$ cat config.mk
export PLATFORM = sky130hd
export DESIGN_NAME = cipp_top
export DESIGN_NICKNAME = d
export VERILOG_FILES = /design/src/rtl/cipp_pkg.sv /design/src/rtl/cipp_debounce.sv /design/src/rtl/cipp_top.sv
export SDC_FILE = /design/constraint.sdc
export NUM_CORES = 1
export LEC_CHECK = 0
export BUFFER_PORTS_ARGS = -buffer_cell sky130_fd_sc_hd__buf_4
export CELL_PAD_IN_SITES_DETAIL_PLACEMENT = 2
export CELL_PAD_IN_SITES_GLOBAL_PLACEMENT = 2
export CORE_ASPECT_RATIO = 0.8
export CORE_MARGIN = 1.5
export CORE_UTILIZATION = 28
export CTS_CLUSTER_DIAMETER = 200
export DETAILED_ROUTE_END_ITERATION = 6
export PLACE_DENSITY_LB_ADDON = 0.1
export SYNTH_ARGS = -nofsm -noshare
export SYNTH_HDL_FRONTEND = slang
export SYNTH_SLANG_ARGS = --single-unit
$ cat constraint.sdc
create_clock -name i_clk_sys -period 2.45 [get_ports i_clk_sys]
set_input_delay 0.1225 -clock i_clk_sys [delete_from_list [all_inputs] [get_ports i_clk_sys]]
set_output_delay 0.1225 -clock i_clk_sys [all_outputs]
set_load 0.05 [all_outputs]
$ cat src/rtl/cipp_pkg.sv
// package for charger input power-path control: constants, layouts, types
//
// Function
// - factory default input current limit is either 95 mA or 475 mA per option.
// - low option decodes 0..3 as 95..380 mA, 4..7 as 475; high option decodes 0..3 as 475..190 mA, 4..7 as 95.
// - input current limit field resets to zero for either factory option.
// - current limiter loop engaging raises the maskable input loop interrupt.
// - a status bit shows live whether the current limiter loop is active.
// - minimum input voltage loop engaging raises the same input loop interrupt.
// - a separate status bit shows live whether the input voltage loop is active.
// - two-bit input quality code tracks input; any change raises maskable interrupt.
// - after a valid source appears, wait 120 ms before powering the rail; after a fault shorter than 120 ms the input switch closes at once.
// - suspend input power delivery while the over-voltage comparator is high.
// - suspend input power delivery while the under-voltage comparator reports low input.
// - in over- or under-voltage keep charger off and battery feeding rail.
// - reduce input current while input is below the programmed voltage floor.
// - load below input limit lets leftover input power charge the battery.
// - with valid input, regulate rail to its target regardless of battery.
// - load above input limit enters supplement mode, battery adds current.
// - charging done with input present and load below input limit keeps battery disconnected from rail.
// - battery connected and no input power means battery supplies the rail.
// - minimum rail setpoint is read-only and follows the rail target.
// - quality code 11 means valid input; 00 to 11 marks becoming valid.
package cipp_pkg;

    // ****************************************************************
    // timing
    // ****************************************************************
    localparam int unsigned CIPP_CLK_KHZ       = 40000;
    localparam int unsigned CIPP_DEBOUNCE_MS   = 120;
    localparam int unsigned CIPP_DEBOUNCE_CYC  = CIPP_DEBOUNCE_MS * CIPP_CLK_KHZ;

    // ****************************************************************
    // register offsets (byte addresses)
    // ****************************************************************
    localparam logic [7:0] CIPP_OFS_CONFIG_B   = 8'h00;
    localparam logic [7:0] CIPP_OFS_RAIL_CFG   = 8'h04;
    localparam logic [7:0] CIPP_OFS_STATUS_A   = 8'h08;
    localparam logic [7:0] CIPP_OFS_STATUS_B   = 8'h0C;
    localparam logic [7:0] CIPP_OFS_IRQ_FLAGS  = 8'h10;
    localparam logic [7:0] CIPP_OFS_IRQ_MASK   = 8'h14;
    localparam logic [7:0] CIPP_OFS_RAIL_MIN   = 8'h18;

    // ****************************************************************
    // field positions
    // ****************************************************************
    localparam int CIPP_POS_ILIM_SEL   = 0;
    localparam int CIPP_POS_VFLOOR_SEL = 3;
    localparam int CIPP_POS_RAIL_SEL   = 0;
    localparam int CIPP_POS_ILIM_ACT   = 0;
    localparam int CIPP_POS_VFLOOR_ACT = 1;
    localparam int CIPP_POS_QUALITY    = 0;
    localparam int CIPP_POS_LOOP_IRQ   = 0;
    localparam int CIPP_POS_QUAL_IRQ   = 1;

    // ****************************************************************
    // reset values
    // ****************************************************************
    localparam logic [2:0] CIPP_RST_ILIM_SEL   = 3'h0;
    localparam logic [2:0] CIPP_RST_VFLOOR_SEL = 3'h0;
    localparam logic [4:0] CIPP_RST_RAIL_SEL   = 5'h00;
    localparam logic [1:0] CIPP_RST_IRQ_MASK   = 2'h3;

    // ****************************************************************
    // input quality codes and current limit steps
    // ****************************************************************
    localparam logic [1:0] CIPP_QUAL_INVALID = 2'h0;
    localparam logic [1:0] CIPP_QUAL_OVER    = 2'h2;
    localparam logic [1:0] CIPP_QUAL_VALID   = 2'h3;
    localparam logic [9:0] CIPP_ILIM_STEP_MA = 10'h05F;
    localparam logic [1:0] CIPP_RESP_OKAY    = 2'h0;
    localparam logic [1:0] CIPP_RESP_SLVERR  = 2'h2;

    typedef struct packed {
        logic [4:0] rail_target_sel;
        logic [2:0] input_voltage_floor_sel;
        logic [2:0] input_current_limit_sel;
    } cipp_cfg_t;

    typedef struct packed {
        logic       load_over_limit;
        logic       charge_done;
        logic       input_voltage_floor_active;
        logic       current_limiter_active;
        logic       under_voltage;
        logic       over_voltage;
    } cipp_sense_t;

    typedef struct packed {
        logic       supplement;
        logic       reduce_input_current;
        logic       rail_regulate;
        logic       cell_terminal_to_rail;
        logic       charger_on;
        logic       input_switch_on;
    } cipp_path_t;

endpackage

$ cat src/rtl/cipp_debounce.sv
// stable-level debouncer: output follows input after a full quiet period
`timescale 1ns/100ps
module cipp_debounce
    import cipp_pkg::*;
#(
    parameter int unsigned P_CYCLES = CIPP_DEBOUNCE_CYC
) (
    input  wire logic i_clk_sys, // system clock
    input  wire logic i_rst_n,   // synchronised reset
    input  wire logic i_level,   // raw level
    output logic      o_level    // debounced level
);

    localparam int CW = $clog2(P_CYCLES + 1);
    localparam logic [CW-1:0] LAST = CW'(P_CYCLES - 1);

    logic [CW-1:0] count;

    // restart the wait whenever the input disagrees anew
    always_ff @(posedge i_clk_sys or negedge i_rst_n) begin
        if (!i_rst_n) begin
            count   <= '0;
            o_level <= 1'b0;
        end else if (i_level == o_level) begin
            count   <= '0;
        end else if (count == LAST) begin
            count   <= '0;
            o_level <= i_level;
        end else begin
            count   <= count + 1'b1;
        end
    end

endmodule // cipp_debounce

$ cat src/rtl/cipp_top.sv
// charger input power-path control with AXI4-Lite register access
//
// Implementation choices: the register offsets and register access over AXI4-Lite.
`timescale 1ns/100ps
module cipp_top
    import cipp_pkg::*;
#(
    parameter bit          P_HIGH_DEFAULT = 1'b0,             // 95 mA factory option; 1 selects 475 mA
    parameter int unsigned P_DEBOUNCE_CYC = CIPP_DEBOUNCE_CYC // input debounce length
) (
    input  wire logic        i_clk_sys,           // 40 MHz clock
    input  wire logic        i_rst_n,             // async reset, low active
    // axi4-lite slave
    input  wire logic [7:0]  i_s_axi_awaddr,      // write address
    input  wire logic        i_s_axi_awvalid,     // write address valid
    output logic             o_s_axi_awready,     // write address ready
    input  wire logic [31:0] i_s_axi_wdata,       // write data
    input  wire logic [3:0]  i_s_axi_wstrb,       // write strobes
    input  wire logic        i_s_axi_wvalid,      // write data valid
    output logic             o_s_axi_wready,      // write data ready
    output logic [1:0]       o_s_axi_bresp,       // write response
    output logic             o_s_axi_bvalid,      // write response valid
    input  wire logic        i_s_axi_bready,      // write response ready
    input  wire logic [7:0]  i_s_axi_araddr,      // read address
    input  wire logic        i_s_axi_arvalid,     // read address valid
    output logic             o_s_axi_arready,     // read address ready
    output logic [31:0]      o_s_axi_rdata,       // read data
    output logic [1:0]       o_s_axi_rresp,       // read response
    output logic             o_s_axi_rvalid,      // read data valid
    input  wire logic        i_s_axi_rready,      // read data ready
    // analog comparators and loop indicators
    input  wire logic        i_over_voltage,      // input above over-voltage level
    input  wire logic        i_under_voltage,     // input below under-voltage level
    input  wire logic        i_limiter_loop,      // current limiter loop regulating
    input  wire logic        i_floor_loop,        // input voltage floor loop regulating
    input  wire logic        i_load_over_limit,   // rail load above input limit
    input  wire logic        i_charge_done,       // charging finished
    // controls to the analog power path
    output logic [9:0]       o_input_limit_ma,    // decoded input current limit, mA
    output logic [2:0]       o_input_voltage_floor_sel, // floor setting to input loop
    output logic [4:0]       o_rail_target_sel,   // rail regulation target
    output logic [4:0]       o_rail_min_sel,      // minimum rail setpoint
    output logic             o_input_switch_on,   // input feeds the rail
    output logic             o_charger_on,        // charger current enabled
    output logic             o_cell_terminal_to_rail, // battery switch closed
    output logic             o_rail_regulate,     // rail regulation running
    output logic             o_reduce_input_current, // floor loop throttling
    output logic             o_supplement,        // supplement mode
    output logic [1:0]       o_input_quality_code, // input quality
    output logic             o_irq                // combined unmasked flags
);

    // ****************************************************************
    // reset release and input synchronisers
    // ****************************************************************
    logic        rst_meta_n;
    logic        rst_n;
    logic [5:0]  sense_meta;
    cipp_sense_t sense;

    always_ff @(posedge i_clk_sys or negedge i_rst_n) begin
        if (!i_rst_n) begin
            rst_meta_n <= 1'b0;
            rst_n      <= 1'b0;
        end else begin
            rst_meta_n <= 1'b1;
            rst_n      <= rst_meta_n;
        end
    end

    always_ff @(posedge i_clk_sys or negedge rst_n) begin
        if (!rst_n) begin
            sense_meta <= '0;
            sense      <= '0;
        end else begin
            sense_meta <= {i_load_over_limit, i_charge_done, i_floor_loop,
                           i_limiter_loop, i_under_voltage, i_over_voltage};
            sense      <= sense_meta;
        end
    end

    // ****************************************************************
    // input qualification
    // ****************************************************************
    logic       raw_valid;
    logic       input_settled;
    logic [1:0] next_quality;
    logic [1:0] quality;

    assign raw_valid = !sense.over_voltage && !sense.under_voltage;

    cipp_debounce #(
        .P_CYCLES (P_DEBOUNCE_CYC)
    ) u_debounce (
        .i_clk_sys (i_clk_sys),
        .i_rst_n   (rst_n),
        .i_level   (raw_valid),
        .o_level   (input_settled)
    );

    // debouncing input reports invalid until the wait is over
    always_comb begin
        if (sense.over_voltage) begin
            next_quality = CIPP_QUAL_OVER;
        end else if (sense.under_voltage || !input_settled) begin
            next_quality = CIPP_QUAL_INVALID;
        end else begin
            next_quality = CIPP_QUAL_VALID;
        end
    end

    always_ff @(posedge i_clk_sys or negedge rst_n) begin
        if (!rst_n) begin
            quality <= CIPP_QUAL_INVALID;
        end else begin
            quality <= next_quality;
        end
    end

    // ****************************************************************
    // current limit decode
    // ****************************************************************
    function automatic logic [9:0] ilim_ma(input logic [2:0] sel, input bit high);
        logic [2:0] steps;
        steps = 3'h0;
        if (sel[2]) begin
            steps = high ? 3'h1 : 3'h5;
        end else if (high) begin
            steps = 3'h5 - {1'b0, sel[1:0]};
        end else begin
            steps = {1'b0, sel[1:0]} + 3'h1;
        end
        return 10'(CIPP_ILIM_STEP_MA * steps);
    endfunction

    // ****************************************************************
    // configuration registers
    // ****************************************************************
    cipp_cfg_t  cfg;
    logic [1:0] irq_mask;
    logic [1:0] irq_flags;
    logic       wr_fire;
    logic [7:0] wr_addr;
    logic [31:0] wr_data;

    assign wr_fire = i_s_axi_awvalid && i_s_axi_wvalid && !o_s_axi_bvalid;
    assign wr_addr = i_s_axi_awaddr;
    assign wr_data = i_s_axi_wdata;
    assign o_s_axi_awready = wr_fire;
    assign o_s_axi_wready  = wr_fire;

    always_ff @(posedge i_clk_sys or negedge rst_n) begin
        if (!rst_n) begin
            cfg.input_current_limit_sel <= CIPP_RST_ILIM_SEL;
            cfg.input_voltage_floor_sel <= CIPP_RST_VFLOOR_SEL;
            cfg.rail_target_sel         <= CIPP_RST_RAIL_SEL;
        end else if (wr_fire && i_s_axi_wstrb[0]) begin
            if (wr_addr == CIPP_OFS_CONFIG_B) begin
                cfg.input_current_limit_sel <= wr_data[CIPP_POS_ILIM_SEL +: 3];
                cfg.input_voltage_floor_sel <= wr_data[CIPP_POS_VFLOOR_SEL +: 3];
            end else if (wr_addr == CIPP_OFS_RAIL_CFG) begin
                cfg.rail_target_sel <= wr_data[CIPP_POS_RAIL_SEL +: 5];
            end
        end
    end

    always_ff @(posedge i_clk_sys or negedge rst_n) begin
        if (!rst_n) begin
            irq_mask <= CIPP_RST_IRQ_MASK;
        end else if (wr_fire && i_s_axi_wstrb[0] && wr_addr == CIPP_OFS_IRQ_MASK) begin
            irq_mask <= wr_data[1:0];
        end
    end

    // ****************************************************************
    // interrupt flags, write one to clear, set wins
    // ****************************************************************
    logic       limiter_q;
    logic       floor_q;
    logic [1:0] flag_set;
    logic [1:0] flag_clr;

    always_ff @(posedge i_clk_sys or negedge rst_n) begin
        if (!rst_n) begin
            limiter_q <= 1'b0;
            floor_q   <= 1'b0;
        end else begin
            limiter_q <= sense.current_limiter_active;
            floor_q   <= sense.input_voltage_floor_active;
        end
    end

    always_comb begin
        flag_set = '0;
        flag_set[CIPP_POS_LOOP_IRQ] = (sense.current_limiter_active && !limiter_q)
                                   || (sense.input_voltage_floor_active && !floor_q);
        flag_set[CIPP_POS_QUAL_IRQ] = next_quality != quality;
    end

    assign flag_clr = (wr_fire && i_s_axi_wstrb[0] && wr_addr == CIPP_OFS_IRQ_FLAGS)
                    ? wr_data[1:0] : 2'h0;

    always_ff @(posedge i_clk_sys or negedge rst_n) begin
        if (!rst_n) begin
            irq_flags <= '0;
        end else begin
            irq_flags <= (irq_flags & ~flag_clr) | flag_set;
        end
    end

    assign o_irq = |(irq_flags & ~irq_mask);

    // ****************************************************************
    // write response
    // ****************************************************************
    always_ff @(posedge i_clk_sys or negedge rst_n) begin
        if (!rst_n) begin
            o_s_axi_bvalid <= 1'b0;
            o_s_axi_bresp  <= CIPP_RESP_OKAY;
        end else if (wr_fire) begin
            o_s_axi_bvalid <= 1'b1;
            if (wr_addr == CIPP_OFS_CONFIG_B || wr_addr == CIPP_OFS_RAIL_CFG
                || wr_addr == CIPP_OFS_IRQ_FLAGS || wr_addr == CIPP_OFS_IRQ_MASK) begin
                o_s_axi_bresp <= CIPP_RESP_OKAY;
            end else begin
                // status and rail minimum are read-only
                o_s_axi_bresp <= CIPP_RESP_SLVERR;
            end
        end else if (i_s_axi_bready) begin
            o_s_axi_bvalid <= 1'b0;
        end
    end

    // ****************************************************************
    // read channel
    // ****************************************************************
    logic [31:0] rd_word;
    logic [1:0]  rd_resp;

    always_comb begin
        rd_word = 32'h0000_0000;
        rd_resp = CIPP_RESP_OKAY;
        if (i_s_axi_araddr == CIPP_OFS_CONFIG_B) begin
            rd_word[CIPP_POS_ILIM_SEL +: 3]   = cfg.input_current_limit_sel;
            rd_word[CIPP_POS_VFLOOR_SEL +: 3] = cfg.input_voltage_floor_sel;
        end else if (i_s_axi_araddr == CIPP_OFS_RAIL_CFG) begin
            rd_word[CIPP_POS_RAIL_SEL +: 5] = cfg.rail_target_sel;
        end else if (i_s_axi_araddr == CIPP_OFS_STATUS_A) begin
            rd_word[CIPP_POS_ILIM_ACT]   = sense.current_limiter_active;
            rd_word[CIPP_POS_VFLOOR_ACT] = sense.input_voltage_floor_active;
        end else if (i_s_axi_araddr == CIPP_OFS_STATUS_B) begin
            rd_word[CIPP_POS_QUALITY +: 2] = quality;
        end else if (i_s_axi_araddr == CIPP_OFS_IRQ_FLAGS) begin
            rd_word[1:0] = irq_flags;
        end else if (i_s_axi_araddr == CIPP_OFS_IRQ_MASK) begin
            rd_word[1:0] = irq_mask;
        end else if (i_s_axi_araddr == CIPP_OFS_RAIL_MIN) begin
            rd_word[CIPP_POS_RAIL_SEL +: 5] = cfg.rail_target_sel;
        end else begin
            rd_resp = CIPP_RESP_SLVERR;
        end
    end

    assign o_s_axi_arready = !o_s_axi_rvalid;

    always_ff @(posedge i_clk_sys or negedge rst_n) begin
        if (!rst_n) begin
            o_s_axi_rvalid <= 1'b0;
            o_s_axi_rdata  <= '0;
            o_s_axi_rresp  <= CIPP_RESP_OKAY;
        end else if (i_s_axi_arvalid && !o_s_axi_rvalid) begin
            o_s_axi_rvalid <= 1'b1;
            o_s_axi_rdata  <= rd_word;
            o_s_axi_rresp  <= rd_resp;
        end else if (i_s_axi_rready) begin
            o_s_axi_rvalid <= 1'b0;
        end
    end

    // ****************************************************************
    // power path selection
    // ****************************************************************
    cipp_path_t next_path;
    cipp_path_t path;
    logic       input_ok;

    assign input_ok = next_quality == CIPP_QUAL_VALID;

    always_comb begin
        next_path = '0;
        if (input_ok) begin
            next_path.input_switch_on      = 1'b1;
            next_path.rail_regulate        = 1'b1;
            next_path.reduce_input_current = sense.input_voltage_floor_active;
            if (sense.load_over_limit) begin
                next_path.supplement            = 1'b1;
                next_path.cell_terminal_to_rail = 1'b1;
            end else if (sense.charge_done) begin
                next_path.cell_terminal_to_rail = 1'b0;
            end else begin
                next_path.charger_on = 1'b1;
            end
        end else begin
            // suspended or absent input: battery carries the rail
            next_path.charger_on            = 1'b0;
            next_path.cell_terminal_to_rail = 1'b1;
        end
    end

    always_ff @(posedge i_clk_sys or negedge rst_n) begin
        if (!rst_n) begin
            path <= '0;
        end else begin
            path <= next_path;
        end
    end

    always_ff @(posedge i_clk_sys or negedge rst_n) begin
        if (!rst_n) begin
            o_input_limit_ma <= '0;
        end else begin
            o_input_limit_ma <= ilim_ma(cfg.input_current_limit_sel, P_HIGH_DEFAULT);
        end
    end

    assign o_input_switch_on         = path.input_switch_on;
    assign o_charger_on              = path.charger_on;
    assign o_cell_terminal_to_rail   = path.cell_terminal_to_rail;
    assign o_rail_regulate           = path.rail_regulate;
    assign o_reduce_input_current    = path.reduce_input_current;
    assign o_supplement              = path.supplement;
    assign o_input_quality_code      = quality;
    assign o_input_voltage_floor_sel = cfg.input_voltage_floor_sel;
    assign o_rail_target_sel         = cfg.rail_target_sel;
    assign o_rail_min_sel            = cfg.rail_target_sel;

endmodule // cipp_top

==> impl_metrics.sql <==
INSERT INTO impl_metrics (metric_group, metric, value, unit) VALUES
('final_layout', 'ratio_of_cells_with_drive_above_1_in_the_final_layout', '33.7', '%'),
('final_layout', 'num-nets-final', '541', ''),
('floorplan', 'die-area', '14800', 'um^2'),
('final_layout', 'layout.cells.non_filler', '646', ''),
('grt', 'vias_in_the_first_global_route', '3033', ''),
('setup_path', 'cp-end-kind', 'flop', ''),
('pwr', 'power.internal', '0.00234', 'W'),
('yosys', 'synth_top_family_by_area', 'simple AND/OR/NAND/NOR gates', ''),
('floorplan', 'core-area', '13600', 'um^2'),
('pwr', 'combPwrFrac', '14.1', '%'),
('yosys', 'synth.area.mux_share', '4.98', '%'),
('routing', 'met2_length', '4.50', 'mm'),
('pwr', 'leakagePower', '2.44', 'nW'),
('status', 'outcome', 'finished with violations', ''),
('timing', 'setup_viol_count_final', '5', ''),
('timing', 'rsz_0062_raised_after_global_routing', 'yes', ''),
('timing', 'max_slew_margin', '59.9', '%'),
('floorplan', 'core.rowCount', '38', ''),
('yosys', 'synth-adder-area-share', '5.52', '%'),
('timing', 'clock-skew-final', '8.35', 'ps'),
('timing', 'clock.fmax', '377', 'MHz'),
('final_layout', 'antennaDiodeCount', '0', ''),
('yosys', 'compound_cell_area_share_of_the_yosys_netlist', '4.91', '%'),
('timing', 'finalHoldViolations', '0', ''),
('clocking', 'cts_made_buffers', '9', ''),
('pwr', 'swShare', '28.7', '%'),
('grt', 'gr-total-overflow', '0', ''),
('min_path', 'holdCritPathClass', 'input port to flop', ''),
('final_layout', 'mostFrequentLayoutCell', 'sky130_fd_sc_hd__buf_4', ''),
('routing', 'wl_met1', '5.00', 'mm'),
('yosys', 'synth_enable_flop_cells', '0', ''),
('yosys', 'synth_xor_area_share', '6.44', '%'),
('pwr', 'sequentialPowerShare', '43.3', '%'),
('clocking', 'cts_h_tree_lvls', '3', ''),
('routing', 'route.final.wire_length', '10.2', 'mm'),
('yosys', 'yosys_warnings', '0', ''),
('setup_path', 'setup.worst_path.class', 'flop to flop', ''),
('floorplan', 'die_width', '136', 'um'),
('yosys', 'total_standard_cell_area_after_synthesis', '3950', 'um^2'),
('setup_path', 'setup_slack_of_the_most_critical_reg_to_reg_path', '-200', 'ps'),
('routing', 'detail-route-antenna-nets', '0', ''),
('yosys', 'post-synth-top-area-cell', 'sky130_fd_sc_hd__dfrtp_1', ''),
('timing', 'slew_violations', '0', ''),
('clocking', 'worstSkewPairLatency', '350', 'ps'),
('placement', 'place_ws', '-191', 'ps'),
('setup_path', 'worst_ep_required_time', '2690', 'ps'),
('timing', 'fin_ws', '-200', 'ps'),
('routing', 'route.detailed.vias_per_inst', '4.41', ''),
('grt', 'number_of_antenna_violations_at_the_first_check_in_global_routing', '0', ''),
('placement', 'number_of_port_buffers', '80', ''),
('routing', 'drt-wirelength-per-cell', '15.8', 'um'),
('setup_path', 'crit_fanout', '3', ''),
('yosys', 'synth_top_area_share', '50.1', '%'),
('status', 'failing_checks', 'negative setup slack', ''),
('setup_path', 'cp-start-kind', 'flop', ''),
('yosys', 'asyncSetResetFlopFracSynth', '100', '%'),
('final_layout', 'highest_count_cells_in_the_layout_ignoring_fill_and_taps', '100 x sky130_fd_sc_hd__buf_4, 78 x sky130_fd_sc_hd__dfrtp_1, 41 x sky130_fd_sc_hd__nor2_1', ''),
('routing', 'drt-pass1-iter-count', '4', ''),
('pwr', 'clock_power_share', '42.6', '%'),
('placement', 'place_congestion', '0.766', ''),
('yosys', 'post_synth_inst_count', '362', ''),
('timing', 'final.min_clock_period', '2650', 'ps'),
('yosys', 'synth_cell_type_count', '44', ''),
('pwr', 'power.total', '0.00329', 'W'),
('routing', 'detail_route.iter0.violations', '82', ''),
('clocking', 'post_cts_clock_slew_at_the_launch_and_capture_registers_of_the_worst_setup_and_hold_paths', '60', 'ps'),
('routing', 'vias', '2849', ''),
('routing', 'remaining_drc_errors', '0', ''),
('yosys', 'synth.top_cells.by_area', 'sky130_fd_sc_hd__dfrtp_1 50%, sky130_fd_sc_hd__buf_4 8.4%, sky130_fd_sc_hd__nor2_1 4.0%', ''),
('final_layout', 'layout-area-overhead-vs-synth', '31.5', '%'),
('clocking', 'clk_path_buf_depth', '2', '');
==> flip-flops by register name, summed over array words and instances (netlist names), 2 cells and up <==
register and count:
o_input_limit_ma 10, irq_mask 2, sense 6, cfg 3, o_rail_min_sel 5, o_s_axi_rdata 6
irq_flags 2, o_input_voltage_floor_sel 3, u_debounce.count 23, sense_meta 6
==> routing by layer <==
| layer | track usage, % | vias up |
|---|---|---|
| met1 | 20.3 | 1434 |
| met2 | 22.2 | 79 |
| met3 | 5.02 | 9 |
| li1 | - | 1327 |
| met5 | 0 | - |
| met4 | 5.30 | 0 |
==> worst paths after layout <==
check / startpoint / to / cells after the start
min in group asynchronous: i_rst_n / rst_meta_n / 2
max in group asynchronous: rst_n / irq_mask[1] / 1
max reg2reg: cfg[1] / o_input_limit_ma[8] / 12
min reg2reg: rst_n / o_input_limit_ma[4] / 0
max: cfg[1] / o_input_limit_ma[8] / 12
min: i_s_axi_wdata[5] / o_input_voltage_floor_sel[2] / 2
==> logic make-up (layout without fill, tap and decap cells) <==
group,count (synthesis),in the layout
compound gates,30,30
xor+xnor,29,29
fa+ha+maj,15,15
buf+inv,69,146
flops,81,81
mux,16,16
other cells,2,29
simple gates,120,120
==> Yosys cell counts (all sizes together), types with 2 or more instances <==
cell,number
a21oi,7
o21ai,6
mux2,14
fa,4
nand2,18
inv,17
buf,45
nor3,4
conb,2
or4,2
ha,11
mux2i,2
nor2b,7
nand3,17
a31oi,2
a21o,3
o22ai,3
or2,4
a22oi,3
a221oi,3
nor4,5
and3,4
dfrtp,79
clkbuf,7
xor2,18
dfstp,2
nand2b,3
xnor2,11
nor2,43
nand4,6
and4,2
==> area by class of cell <==
cell class / instances / area [um^2]
Fill cell: 1496 / 8460
Multi-Input combinational cell: 239 / 1660
Tap cell: 180 / 225
Clock buffer: 10 / 239
Clock inverter: 6 / 67.6
Sequential cell: 81 / 2030
Inverter: 17 / 66.3
Timing Repair Buffer: 113 / 893
==> timing repair <==
| item | in CTS | in global routing |
|---|---|---|
| pin swaps | 3 | 4 |
| hold buffers | 10 | 0 |
| buffers inserted | 3 | 5 |
| resized for setup | 7 | 5 |
| setup endpoints to repair | 3 | 4 |
| hold endpoints to repair | 11 | 0 |
==> worst max-delay path, stage by stage, from the launching register on <==
cell and delay, ps:
sky130_fd_sc_hd__dfrtp_1 410, sky130_fd_sc_hd__ha_4 170, sky130_fd_sc_hd__or2_4 250, sky130_fd_sc_hd__fa_1 500
sky130_fd_sc_hd__inv_2 120, sky130_fd_sc_hd__ha_4 150, sky130_fd_sc_hd__inv_4 30, sky130_fd_sc_hd__fa_2 360
sky130_fd_sc_hd__nor2b_2 120, sky130_fd_sc_hd__o21ai_1 70, sky130_fd_sc_hd__nand2b_1 100, sky130_fd_sc_hd__a31oi_1 110
sky130_fd_sc_hd__xnor2_1 140
==> per-stage QoR <==
| stage | util [%] | hold WS (ps) | setup TNS, ps | area [um^2] |
|---|---|---|---|---|
| 2_1_floorplan | - | -173 | -227 | 4080 |
| 3_5_place_dp | 34.3 | -92.4 | -462 | 4680 |
| 6_report | 38.0 | 12.5 | -717 | 5190 |
| 3_3_place_gp | 34.3 | -93.2 | -201 | 4680 |
| 5_1_grt | 38.0 | 2.28 | -1190 | 5190 |
| 4_1_cts | 37.7 | 1.06 | -546 | 5140 |
==> power groups by stage <==
stage | registers [W] | clock network (W) | logic [W]
CTS | 0.00142 | 0.00146 | 0.000463
global route | 0.00143 | 0.00150 | 0.000498
floorplan | 0.00154 | 0 | 0.000240
finish | 0.00142 | 0.00140 | 0.000465
global placement | 0.00145 | 0 | 0.000441
detailed placement | 0.00145 | 0 | 0.000445
(Power assumes the default switching activity.)
